`src/hw/bfhs_map.svh`:
```
// constants for the buck fault and hiccup sequencer
`ifndef BFHS_MAP_SVH
`define BFHS_MAP_SVH
// clock rate in kHz (10 MHz switching clock)
`define BFHS_CLK_KHZ 10000
// cycles past soft-start before a low feedback trips hiccup
`define BFHS_FB_HICCUP_DLY 16'd1024
// hiccup timeout in half-rate cycles
`define BFHS_HICCUP_HALF_CYC 16'd32768
// output-status release delay in switching cycles
`define BFHS_STATUS_DLY 16'd1024
// default soft-start length in half-rate cycles
`define BFHS_SS_DEFAULT 16'd5000
`endif

```
`src/hw/bfhs_pkg.sv`:
```
// types for the buck fault and hiccup sequencer
package bfhs_pkg;
	typedef enum logic [2:0] {
		BFHS_OFF = 3'b000,
		BFHS_WAIT_PWM = 3'b001,
		BFHS_SOFT = 3'b010,
		BFHS_RUN = 3'b011,
		BFHS_HICCUP = 3'b100,
		BFHS_THERMAL = 3'b101
	} bfhs_state_t;
endpackage : bfhs_pkg

```
`src/hw/bfhs_sync.sv`:
```
// two-flop synchroniser for a bundle of asynchronous levels
`timescale 1ns/1ns
module bfhs_sync #(
	parameter int WIDTH = 8
) (
	input wire logic core_clk,
	input wire logic rst_n,
	input wire logic [WIDTH-1:0] async_in,
	output logic [WIDTH-1:0] sync_out
);
	logic [WIDTH-1:0] meta; // first stage, read only by the second

	// plain two-stage capture; reset to zero so all comparators look inactive
	always_ff @(posedge core_clk or negedge rst_n) begin
		if (!rst_n) begin
			meta <= '0;
			sync_out <= '0;
		end else begin
			meta <= async_in;
			sync_out <= meta;
		end
	end
endmodule : bfhs_sync

```
`src/hw/bfhs_seq.sv`:
```
// fault, hiccup and start-up sequencer of the step-down converter
// Behaviour
// - peak current cuts high side for cycle
// - one runaway event enters hiccup
// - low feedback trips hiccup 1024 after soft-start
// - hiccup holds switches off 32768 half cycles
// - hiccup expiry restarts soft-start
// - failed retry runs soft-start plus 1024
// - half rate until output reaches 66.7%
// - status released 1024 cycles after good rise
// - status low below good-fall threshold
// - status low in thermal or enable low
// - prebiased start keeps both switches off
// - switching starts at first pwm on request
// - over-temperature stops switching, thermal state
// - cooled sensor restarts through soft-start
// - supply undervoltage forces converter off
`timescale 1ns/1ns
`include "bfhs_map.svh"
module bfhs_seq #(
	parameter logic [15:0] SS_HALF_CYC = `BFHS_SS_DEFAULT, // soft-start length, half-rate cycles
	parameter logic [15:0] HICCUP_HALF_CYC = `BFHS_HICCUP_HALF_CYC // hiccup timeout, half-rate cycles
) (
	input wire logic core_clk,
	input wire logic rst_n,
	input wire logic enable_ok, // enable_undervoltage_input above threshold
	input wire logic supply_ok, // internal_supply_rail above its undervoltage threshold
	input wire logic peak_over, // current above peak_current_threshold
	input wire logic runaway_over, // current above runaway_current_threshold
	input wire logic fb_low, // feedback at or below feedback_hiccup_threshold
	input wire logic out_two_thirds, // output at 66.7% of nominal
	input wire logic out_good_rise, // output above output_good_rise_threshold
	input wire logic out_good_fall_low, // output below output_good_fall_threshold
	input wire logic over_temp, // sensor: hot (with 10 degree hysteresis inside)
	input wire logic pwm_on_req, // pwm comparator on-pulse request
	input wire logic cycle_start, // start of each switching cycle
	output logic hs_gate_en, // high-side switch enable
	output logic ls_gate_en, // low-side switch enable
	output logic half_rate, // converter switching at half frequency
	output logic status_oe_n, // open-drain status: low while pulling line low
	output logic status_o, // driven level of status line, always zero
	output bfhs_pkg::bfhs_state_t seq_state // sequencer state
);
	import bfhs_pkg::*;

	localparam int NS = 11;
	logic [NS-1:0] raw_in; // gathered asynchronous inputs
	logic [NS-1:0] syn; // synchronised copy
	assign raw_in = {cycle_start, pwm_on_req, over_temp, out_good_fall_low, out_good_rise,
		out_two_thirds, fb_low, runaway_over, peak_over, supply_ok, enable_ok};

	// every analog decision crosses here before use
	bfhs_sync #(.WIDTH(NS)) u_sync (
		.core_clk(core_clk),
		.rst_n(rst_n),
		.async_in(raw_in),
		.sync_out(syn)
	);

	wire s_en = syn[0]; // enable level
	wire s_sup = syn[1]; // supply level
	wire s_peak = syn[2]; // peak limit
	wire s_run = syn[3]; // runaway limit
	wire s_fblow = syn[4]; // feedback low
	wire s_23 = syn[5]; // two-thirds reached
	wire s_rise = syn[6]; // good rise
	wire s_fall = syn[7]; // good fall
	wire s_hot = syn[8]; // over temperature
	wire s_pwm = syn[9]; // first on request
	wire s_cyc = syn[10]; // cycle start

	bfhs_state_t state; // sequencer state
	bfhs_state_t next_state; // next sequencer state
	logic half_tick; // toggles every clock
	logic [15:0] cnt; // shared state timer
	logic [15:0] next_cnt; // next timer value
	logic ss_done; // soft-start ramp finished
	logic next_ss_done; // next ramp-finished flag
	logic full_rate; // 66.7% reached during this start
	logic peak_block; // high side blocked until next cycle
	logic [15:0] stat_cnt; // status release delay counter
	logic status_good; // status released
	logic cyc_d; // delayed cycle start for edge detect

	// saturating increment, shared by both timers
	function automatic logic [15:0] inc16(input logic [15:0] v);
		inc16 = (v == 16'hffff) ? v : v + 16'h0001;
	endfunction : inc16

	wire power_ok = s_en & s_sup;
	wire cyc_edge = s_cyc & ~cyc_d; // new switching cycle
	wire tick_act = full_rate | half_tick; // active timing tick, half rate before full
	wire ss_limit = (cnt >= SS_HALF_CYC - 16'h0001) & half_tick;
	wire fb_timeout = (cnt >= `BFHS_FB_HICCUP_DLY - 16'h0001);
	wire hic_done = half_tick & (cnt >= HICCUP_HALF_CYC - 16'h0001);

	// half-rate enable: a toggle, not a derived clock
	always_ff @(posedge core_clk or negedge rst_n) begin
		if (!rst_n) begin
			half_tick <= 1'b0;
		end else begin
			half_tick <= ~half_tick;
		end
	end

	// state transition decisions; fault priority: power, thermal, runaway
	always_comb begin
		next_state = state;
		next_cnt = cnt;
		next_ss_done = ss_done;
		if (!power_ok) begin
			next_state = BFHS_OFF;
			next_cnt = 16'h0000;
			next_ss_done = 1'b0;
		end else if (s_hot) begin
			next_state = BFHS_THERMAL;
			next_cnt = 16'h0000;
			next_ss_done = 1'b0;
		end else if (s_run && (state == BFHS_SOFT || state == BFHS_RUN)) begin
			next_state = BFHS_HICCUP;
			next_cnt = 16'h0000;
			next_ss_done = 1'b0;
		end else begin
			case (state)
				BFHS_OFF, BFHS_THERMAL: begin
					next_state = BFHS_WAIT_PWM;
					next_cnt = 16'h0000;
				end
				BFHS_WAIT_PWM: begin
					if (s_pwm) begin
						next_state = BFHS_SOFT;
					end
				end
				BFHS_SOFT: begin
					if (!ss_done) begin
						if (ss_limit) begin
							next_ss_done = 1'b1;
							next_cnt = 16'h0000;
						end else if (half_tick) begin
							next_cnt = inc16(cnt);
						end
					end else if (!s_fblow) begin
						next_state = BFHS_RUN;
						next_cnt = 16'h0000;
					end else if (fb_timeout) begin
						next_state = BFHS_HICCUP;
						next_cnt = 16'h0000;
						next_ss_done = 1'b0;
					end else begin
						next_cnt = inc16(cnt);
					end
				end
				BFHS_RUN: begin
					if (!s_fblow) begin
						next_cnt = 16'h0000;
					end else if (fb_timeout) begin
						next_state = BFHS_HICCUP;
						next_cnt = 16'h0000;
						next_ss_done = 1'b0;
					end else begin
						next_cnt = inc16(cnt);
					end
				end
				BFHS_HICCUP: begin
					if (hic_done) begin
						next_state = BFHS_WAIT_PWM;
						next_cnt = 16'h0000;
					end else if (half_tick) begin
						next_cnt = inc16(cnt);
					end
				end
				default: begin
					next_state = BFHS_OFF;
					next_cnt = 16'h0000;
					next_ss_done = 1'b0;
				end
			endcase
		end
	end

	// state registers
	always_ff @(posedge core_clk or negedge rst_n) begin
		if (!rst_n) begin
			state <= BFHS_OFF;
			cnt <= 16'h0000;
			ss_done <= 1'b0;
			cyc_d <= 1'b0;
		end else begin
			state <= next_state;
			cnt <= next_cnt;
			ss_done <= next_ss_done;
			cyc_d <= s_cyc;
		end
	end

	// frequency selection; every fresh start goes back to half rate
	always_ff @(posedge core_clk or negedge rst_n) begin
		if (!rst_n) begin
			full_rate <= 1'b0;
		end else if (next_state == BFHS_OFF || next_state == BFHS_WAIT_PWM
			|| next_state == BFHS_HICCUP || next_state == BFHS_THERMAL) begin
			full_rate <= 1'b0;
		end else if (s_23) begin
			full_rate <= 1'b1;
		end
	end

	// peak limit latch: cleared only at the next cycle start, so the
	// high side stays off for the remainder of the cycle
	always_ff @(posedge core_clk or negedge rst_n) begin
		if (!rst_n) begin
			peak_block <= 1'b0;
		end else if (s_peak) begin
			peak_block <= 1'b1;
		end else if (cyc_edge) begin
			peak_block <= 1'b0;
		end
	end

	wire switching = (state == BFHS_SOFT) || (state == BFHS_RUN);
	// both switches off until the first on request; avoids sinking from a prebias
	assign hs_gate_en = switching & ~peak_block & ~s_peak;
	assign ls_gate_en = switching;
	assign half_rate = ~full_rate;
	assign seq_state = state;

	// status delay: counts switching cycles (tick_act) while output is good
	wire status_kill = s_fall | s_hot | ~s_en | ~s_sup | ~switching;
	always_ff @(posedge core_clk or negedge rst_n) begin
		if (!rst_n) begin
			stat_cnt <= 16'h0000;
			status_good <= 1'b0;
		end else if (status_kill) begin
			stat_cnt <= 16'h0000;
			status_good <= 1'b0;
		end else if (status_good) begin
			stat_cnt <= stat_cnt;
		end else if (s_rise && tick_act) begin
			if (stat_cnt >= `BFHS_STATUS_DLY - 16'h0001) begin
				status_good <= 1'b1;
			end
			stat_cnt <= inc16(stat_cnt);
		end else if (!s_rise) begin
			stat_cnt <= 16'h0000;
		end
	end

	assign status_oe_n = status_good; // low enable = pulling the line low
	assign status_o = 1'b0;

	// note: timing granularity is the core clock; tick_act models one
	// switching cycle per clock at full rate and per two at half rate
endmodule : bfhs_seq

```
`config.mk`:
```
export PLATFORM = sky130hd
export DESIGN_NAME = bfhs_seq
export DESIGN_NICKNAME = d
export VERILOG_FILES = /design/src/hw/bfhs_pkg.sv /design/src/hw/bfhs_sync.sv /design/src/hw/bfhs_seq.sv
export VERILOG_INCLUDE_DIRS = /design/src /design/src/hw
export SDC_FILE = /design/constraint.sdc
export NUM_CORES = 1
export LEC_CHECK = 0
export BUFFER_PORTS_ARGS = -buffer_cell sky130_fd_sc_hd__buf_2
export CORE_UTILIZATION = 55
export DETAILED_ROUTE_END_ITERATION = 16
export PLACE_DENSITY = 0.8
export SYNTH_ARGS = -nofsm -noshare
export SYNTH_HDL_FRONTEND = slang
export SYNTH_HIERARCHICAL = 1
export SYNTH_SLANG_ARGS = --single-unit
```
`constraint.sdc`:
```
create_clock -name core_clk -period 2.3 [get_ports core_clk]
set_input_delay 0.46 -clock core_clk [delete_from_list [all_inputs] [get_ports core_clk]]
set_output_delay 0.46 -clock core_clk [all_outputs]
set_load 0.01 [all_outputs]
```
==> impl_metrics.csv, run 1 <==
group,metric,value,unit
clock_tree,cts_buffers,9,
timing,min_period,2.240,ns
outcome,status,"finished clean",
synthesis,ys_seq_area_share,44.81,%
worst_setup_path,rrSetupSlack,0.06,ns
detailed_routing,drtPass1Iterations,6,
final_layout,area_growth,20.52,%
timing,setup_viol,0,
synthesis,ys_ff_latch,63,
run,drv_cap,0,
detailed_routing,drt_first_iter_violations,515,
synthesis,avgSynthCellArea,8.752,um^2
die,initial_core_util,58.05,%
timing,finClkSkew,0.01708,ns
timing,rsz0062_at_grt,"yes",
global_route,grt_pass1_wl,17050,um
synthesis,yosysWarnings,6,
detailed_routing,avgRoutedWirePerCell,18.91,um
final_layout,fin_area,4240,um^2
global_route,grtUsageTotal,34.30,%
detailed_routing,wl_met2,4666,um
synthesis,synth_area_leader_cell,"dfrtp_1",
timing,fmax,0.4465,GHz
placed_design,place_area,3945,um^2
synthesis,synthesis.nets,417,
synthesis,synthesis.area,3518,um^2
clock_tree,ctsLongestPathBuffers,2,
placed_design,gp_congestion,0.9869,
placed_design,dp_cells,519,
detailed_routing,dr_wl_met3,1061,um
placed_design,dpl.hpwl,6889,um
power,leakagePower,1.782,nW
synthesis,async_flop_share,100.0,%
clock_tree,cts_sinks,63,
detailed_routing,drt_wl_total,10200,um
worst_setup_path,cp_max_fo,5,
timing,min_period_over_period,97.37,%
worst_setup_path,worstSetupPathType,"reg -> reg",
final_layout,nNetsFinal,474,
worst_setup_path,required,2.57,ns
die,num_rows,28,
synthesis,synth_top_cell_area_share,44.81,%
final_layout,utilization,69.96,%
die,coreArea,6061,um^2
final_layout,drive_gt1_share,22.84,%
clock_tree,htree_levels,3,
final_layout,n_antenna_cell,0,
detailed_routing,num_vias,3648,
synthesis,synth_common_cells,"dfrtp_1, nand2_1, nor2_1",
synthesis,synth-main-ff-cell,"dfrtp_1",
die,die_w,81.98,um
synthesis,synth_cells,402,
die,die_h,81.98,um
global_route,grt_pass1_vias,3470,
worst_setup_path,worstRegToRegCells,6,
clock_tree,clkTransAtPathRegs,0.08,ns
power,powerDensity,558.8,nW/um^2
final_layout,finalNonFillerCells,539,
clock_tree,clk_latency,0.36,ns
detailed_routing,ant_nets,0,
detailed_routing,drc,0,
power,vdd_ir_drop_max,0.6880,mV
timing,slew_violations,0,
timing,setup_ws,0.06048,ns
global_route,antenna_found_initial,0,
synthesis,synth_edf_count,0,
placed_design,dp_slack,0.008582,ns
synthesis,ys_types,63,
worst_setup_path,critical_path.endpoint_type,"flip-flop",
global_route,grt_max_degree,27,
die,ioPinCount,21,
worst_hold_path,hp-class,"in -> async",
clock_tree,cts_tree,"done",
clock_tree,cts-root-buf,"clkbuf_8",
placed_design,portBuffers,19,
timing,final_hold_viol_count,0,
final_layout,nFillCells,420,
detailed_routing,viasPerCell,6.768,
detailed_routing,wl_met1,4096,um
worst_setup_path,cp.arrival,2.51,ns
synthesis,synth_area_leaders,"dfrtp_1, nand2_1, nand3_1, nor2_1, o21ai_0",
worst_setup_path,critPathLaunchType,"flip-flop",
die,die-area,6721,um^2
global_route,grt_overflow,0,
detailed_routing,highest_layer,"met4",
synthesis,yosysMostFrequentCell,"dfrtp_1",
-- worst max-delay path, cell delays in order, from the launching register on --
cell      delay [ns]
dfrtp_1         0.38
or3_4           0.41
or3_4           0.34
o221a_4         0.25
or4_4           0.50
o2111a_1        0.16
a22oi_2         0.12
-- logic make-up after synthesis --
group                      after synthesis  share of synthesized area [%]
AOI/OAI and AO/OA                      109                          20.73
muxes                                    1                         0.2845
buffers and inverters                   34                          4.232
and+or+nand+nor                        191                          28.88
other                                    1                         0.1066
DFF                                     63                          44.81
xor gates and xnor gates                 1                         0.2490
adders and majority gates                2                         0.7111
-- layout by cell type, fill, tap and decap left out, drive strengths merged, types with 3 or more instances in the layout --
cell,instances
buf,69
or2,3
inv,12
nand4,15
nand2,40
or4b,3
o211ai,6
nor3,15
o21ai,27
nor4,9
o22ai,7
nor2b,3
a211oi,3
a31oi,17
clkbuf,10
nor2,37
a21oi,17
a41oi,6
or3,5
and2,3
nand3,29
nand2b,4
nand3b,4
dfrtp,63
and4,5
clkinvlp,3
o31ai,3
and3,8
-- routing by layer --
layer,vias to the layer above,track usage [%]
met5,-,0
met4,0,17.54
met3,44,7.000
met2,257,51.40
met1,1707,46.88
li1,1640,-
-- power by group --
group	total, W	switching (W)	internal, W	leakage, nW
sequential	0.00114	0.0000140	0.00113	0.814
clock	0.00112	0.000477	0.000643	0.105
combinational	0.000105	0.0000696	0.0000352	0.864
-- sequential cells by signal, summed over array words and instances, names as in the netlist --
| signal | count |
|---|---|
| cnt | 16 |
| cyc_d | 1 |
| u_sync/meta | 11 |
| ss_done | 1 |
| status_oe_n | 1 |
| peak_block | 1 |
| seq_state | 3 |
| full_rate | 1 |
| u_sync/sync_out | 11 |
| half_tick | 1 |
| stat_cnt | 16 |
-- path summary, 6_finish.rpt --
path | start | to
worst max-delay path | cnt[14] | cnt[9]
worst min-delay path | rst_n | cnt[6]
worst max register to register | cnt[14] | cnt[9]
worst min register to register | u_sync/meta[3] | u_sync/sync_out[3]
max in group asynchronous | rst_n | cnt[15]
min in group core_clk | out_good_rise | u_sync/meta[6]
-- cell type report --
cell class	instances	area, um^2	share of cell area, %
Clock inverter	6	91.34	2.154
Timing Repair Buffer	69	470.5	11.09
Sequential cell	63	1579	37.24
Inverter	11	41.29	0.9737
Multi-Input combinational cell	305	1827	43.08
Tap cell	75	93.84	2.213
Clock buffer	10	137.6	3.246
-- stage by stage --
stage               power, W  hold slack, ns  setup TNS, ns
finish              0.002370         0.04779              0
detailed placement  0.001267          0.3371              0
CTS                 0.002376         0.05725              0
floorplan           0.001209          0.1644              0
global route        0.002443         0.08230       -0.05979
global placement    0.001262          0.3313              0
-- timing repair --
| item | CTS | global route |
|---|---|---|
| setup endpoints to repair | 1 | 11 |
| gates resized for setup | 2 | 9 |
| setup buffers | 0 | 4 |
| hold buffers | 0 | 0 |
| pin swaps | 0 | 4 |
Note: power is estimated with default switching activity, not from simulation.
==> run 2, diff against run 1 <==
--- a/config.mk
+++ b/config.mk
@@ -6,10 +6,10 @@
 export SDC_FILE = /design/constraint.sdc
 export NUM_CORES = 1
 export LEC_CHECK = 0
-export BUFFER_PORTS_ARGS = -buffer_cell sky130_fd_sc_hd__buf_2
-export CORE_UTILIZATION = 55
+export CORE_UTILIZATION = 57
 export DETAILED_ROUTE_END_ITERATION = 16
-export PLACE_DENSITY = 0.8
+export DONT_BUFFER_PORTS = 1
+export PLACE_DENSITY = 0.79
 export SYNTH_ARGS = -nofsm -noshare
 export SYNTH_HDL_FRONTEND = slang
 export SYNTH_HIERARCHICAL = 1
==> impl_metrics.csv, run 2 (synthesis gave the netlist of run 1 again) <==
group,metric,value,unit
outcome,status,"finished clean",
placed_design,dp_slack,-0.1517,ns
placed_design,dpl.hpwl,6711,um
global_route,grt_pass1_vias,3375,
worst_setup_path,critPathLaunchType,"flip-flop",
global_route,grt_pass1_wl,16420,um
die,ioPinCount,21,
global_route,antenna_found_initial,0,
timing,min_period_over_period,99.06,%
power,p_sw_share,24.84,%
power,power_frac_comb,4.6,%
detailed_routing,avgRoutedWirePerCell,19.60,um
final_layout,final_common_cell,"dfrtp_1",
final_layout,n_antenna_cell,0,
clock_tree,cts_sinks,63,
die,die_h,80.57,um
timing,final_hold_viol_count,0,
placed_design,portBuffers,0,
power,vdd_ir_drop_max,0.8036,mV
final_layout,area_growth,19.99,%
run,drv_cap,0,
die,num_rows,28,
timing,finClkSkew,0.01256,ns
timing,fmax,0.4389,GHz
detailed_routing,drt_wl_total,10230,um
worst_hold_path,hp-class,"in -> reg",
timing,setup_viol,0,
detailed_routing,drt_first_iter_violations,589,
power,seqPwrFrac,50.6,%
power,leakagePower,1.699,nW
worst_setup_path,worstSetupPathType,"reg -> reg",
global_route,grt_overflow,0,
clock_tree,clkTransAtPathRegs,0.08,ns
detailed_routing,num_vias,3636,
final_layout,nFillCells,408,
detailed_routing,drc,0,
timing,whs,0.1367,ns
clock_tree,cts-root-buf,"clkbuf_8",
clock_tree,cts_buffers,9,
detailed_routing,ant_nets,0,
detailed_routing,drtPass1Iterations,8,
final_layout,drive_gt1_share,21.48,%
clock_tree,clk_latency,0.34,ns
timing,rsz0062_at_grt,"yes",
final_layout,final_cell_mix,"dfrtp_1, buf_4, nand2_1",
die,die_w,80.57,um
power,p_sw,0.0005612,W
clock_tree,htree_levels,3,
placed_design,gp_congestion,1.012,
final_layout,utilization,71.30,%
final_layout,nNetsFinal,457,
final_layout,top_regs,"cnt: 16 flops, stat_cnt: 16 flops",
die,coreArea,5921,um^2
die,die-area,6491,um^2
global_route,grt_max_degree,64,
timing,setup_ws,0.02163,ns
worst_setup_path,critical_path.endpoint_type,"flip-flop",
final_layout,multi_input_area,1873,um^2
clock_tree,cts_tree,"done",
detailed_routing,viasPerCell,6.966,
power,clock_power_share,44.8,%
power,p_total,0.002259,W
timing,min_period,2.278,ns
worst_setup_path,cp_max_fo,8,
clock_tree,ctsLongestPathBuffers,2,
timing,slew_violations,0,
die,initial_core_util,59.43,%
power,powerDensity,535.2,nW/um^2
final_layout,final-seq-area,1582,um^2
worst_setup_path,cp.arrival,2.54,ns
power,p_int,0.001698,W
global_route,grtUsageTotal,33.53,%
worst_setup_path,required,2.56,ns
run 2: cell count changes in the layout (fill, tap and decap cells not counted), sizes merged:
cell / change
buf: -18
clkinvlp: +1
dlygate4sd3: +1
bufinv: -1
run 2: critical path: stages, from the launching register on:
cell	delay, ns
dfrtp_1	0.41
buf_4	0.17
nand2b_1	0.29
nor4b_1	0.44
nand3_1	0.19
nor2_1	0.40
a21oi_1	0.14
a22oi_2	0.16
run 2: metal layers:
layer / GRT usage, % / vias to the layer above / wire length, um
li1: - / 1608 / -
met1: 44.42 / 1739 / 4080
met2: 53.64 / 242 / 4913
met3: 5.568 / 47 / 938
met4: 15.18 / 0 / 300
met5: 0 / - / 0
run 2: final timing paths:
check,startpoint,endpoint,slack [ns],cells past startpoint
worst max register to register,seq_state[2],cnt[9],0.02,7
worst min-delay path,fb_low,u_sync/meta[4],0.14,0
worst min register to register,u_sync/meta[7],u_sync/sync_out[7],0.34,0
worst max-delay path,seq_state[2],cnt[9],0.02,7
max in group asynchronous,rst_n,cnt[8],1.37,2
min in group asynchronous,rst_n,cnt[3],0.62,2
run 2: through the flow:
stage | area [um^2] | instances | TNS [ns]
after floorplan | 3518 | 402 | 0
after global placement | 3877 | 502 | 0
after detailed placement | 3877 | 502 | -0.1517
after CTS | 4143 | 520 | 0
after global routing | 4222 | 522 | -0.1457
final | 4222 | 522 | 0
run 2: power by group through the flow:
stage	logic (W)	clock network (W)	registers, W
floorplan	0.0000475	0	0.00116
global placement	0.0000692	0	0.00116
detailed placement	0.0000712	0	0.00116
CTS	0.000101	0.00102	0.00114
global route	0.000112	0.00106	0.00115
finish	0.000103	0.00101	0.00114
run 2: repair_timing:
action	4_1_cts	5_1_grt
gates resized for setup	6	17
pin swaps	1	5
endpoints found under the setup margin	5	10
endpoints found under the hold margin	63	0
hold buffers	2	0
buffers inserted	0	2
run 2: cell type report:
class,instances,area share [%]
tap,75,2.223
timing repair buffer,52,10.08
clock inverter,6,1.630
inverter,11,0.9781
clock buffer,10,3.260
multi-input combinational,305,44.37
sequential,63,37.46
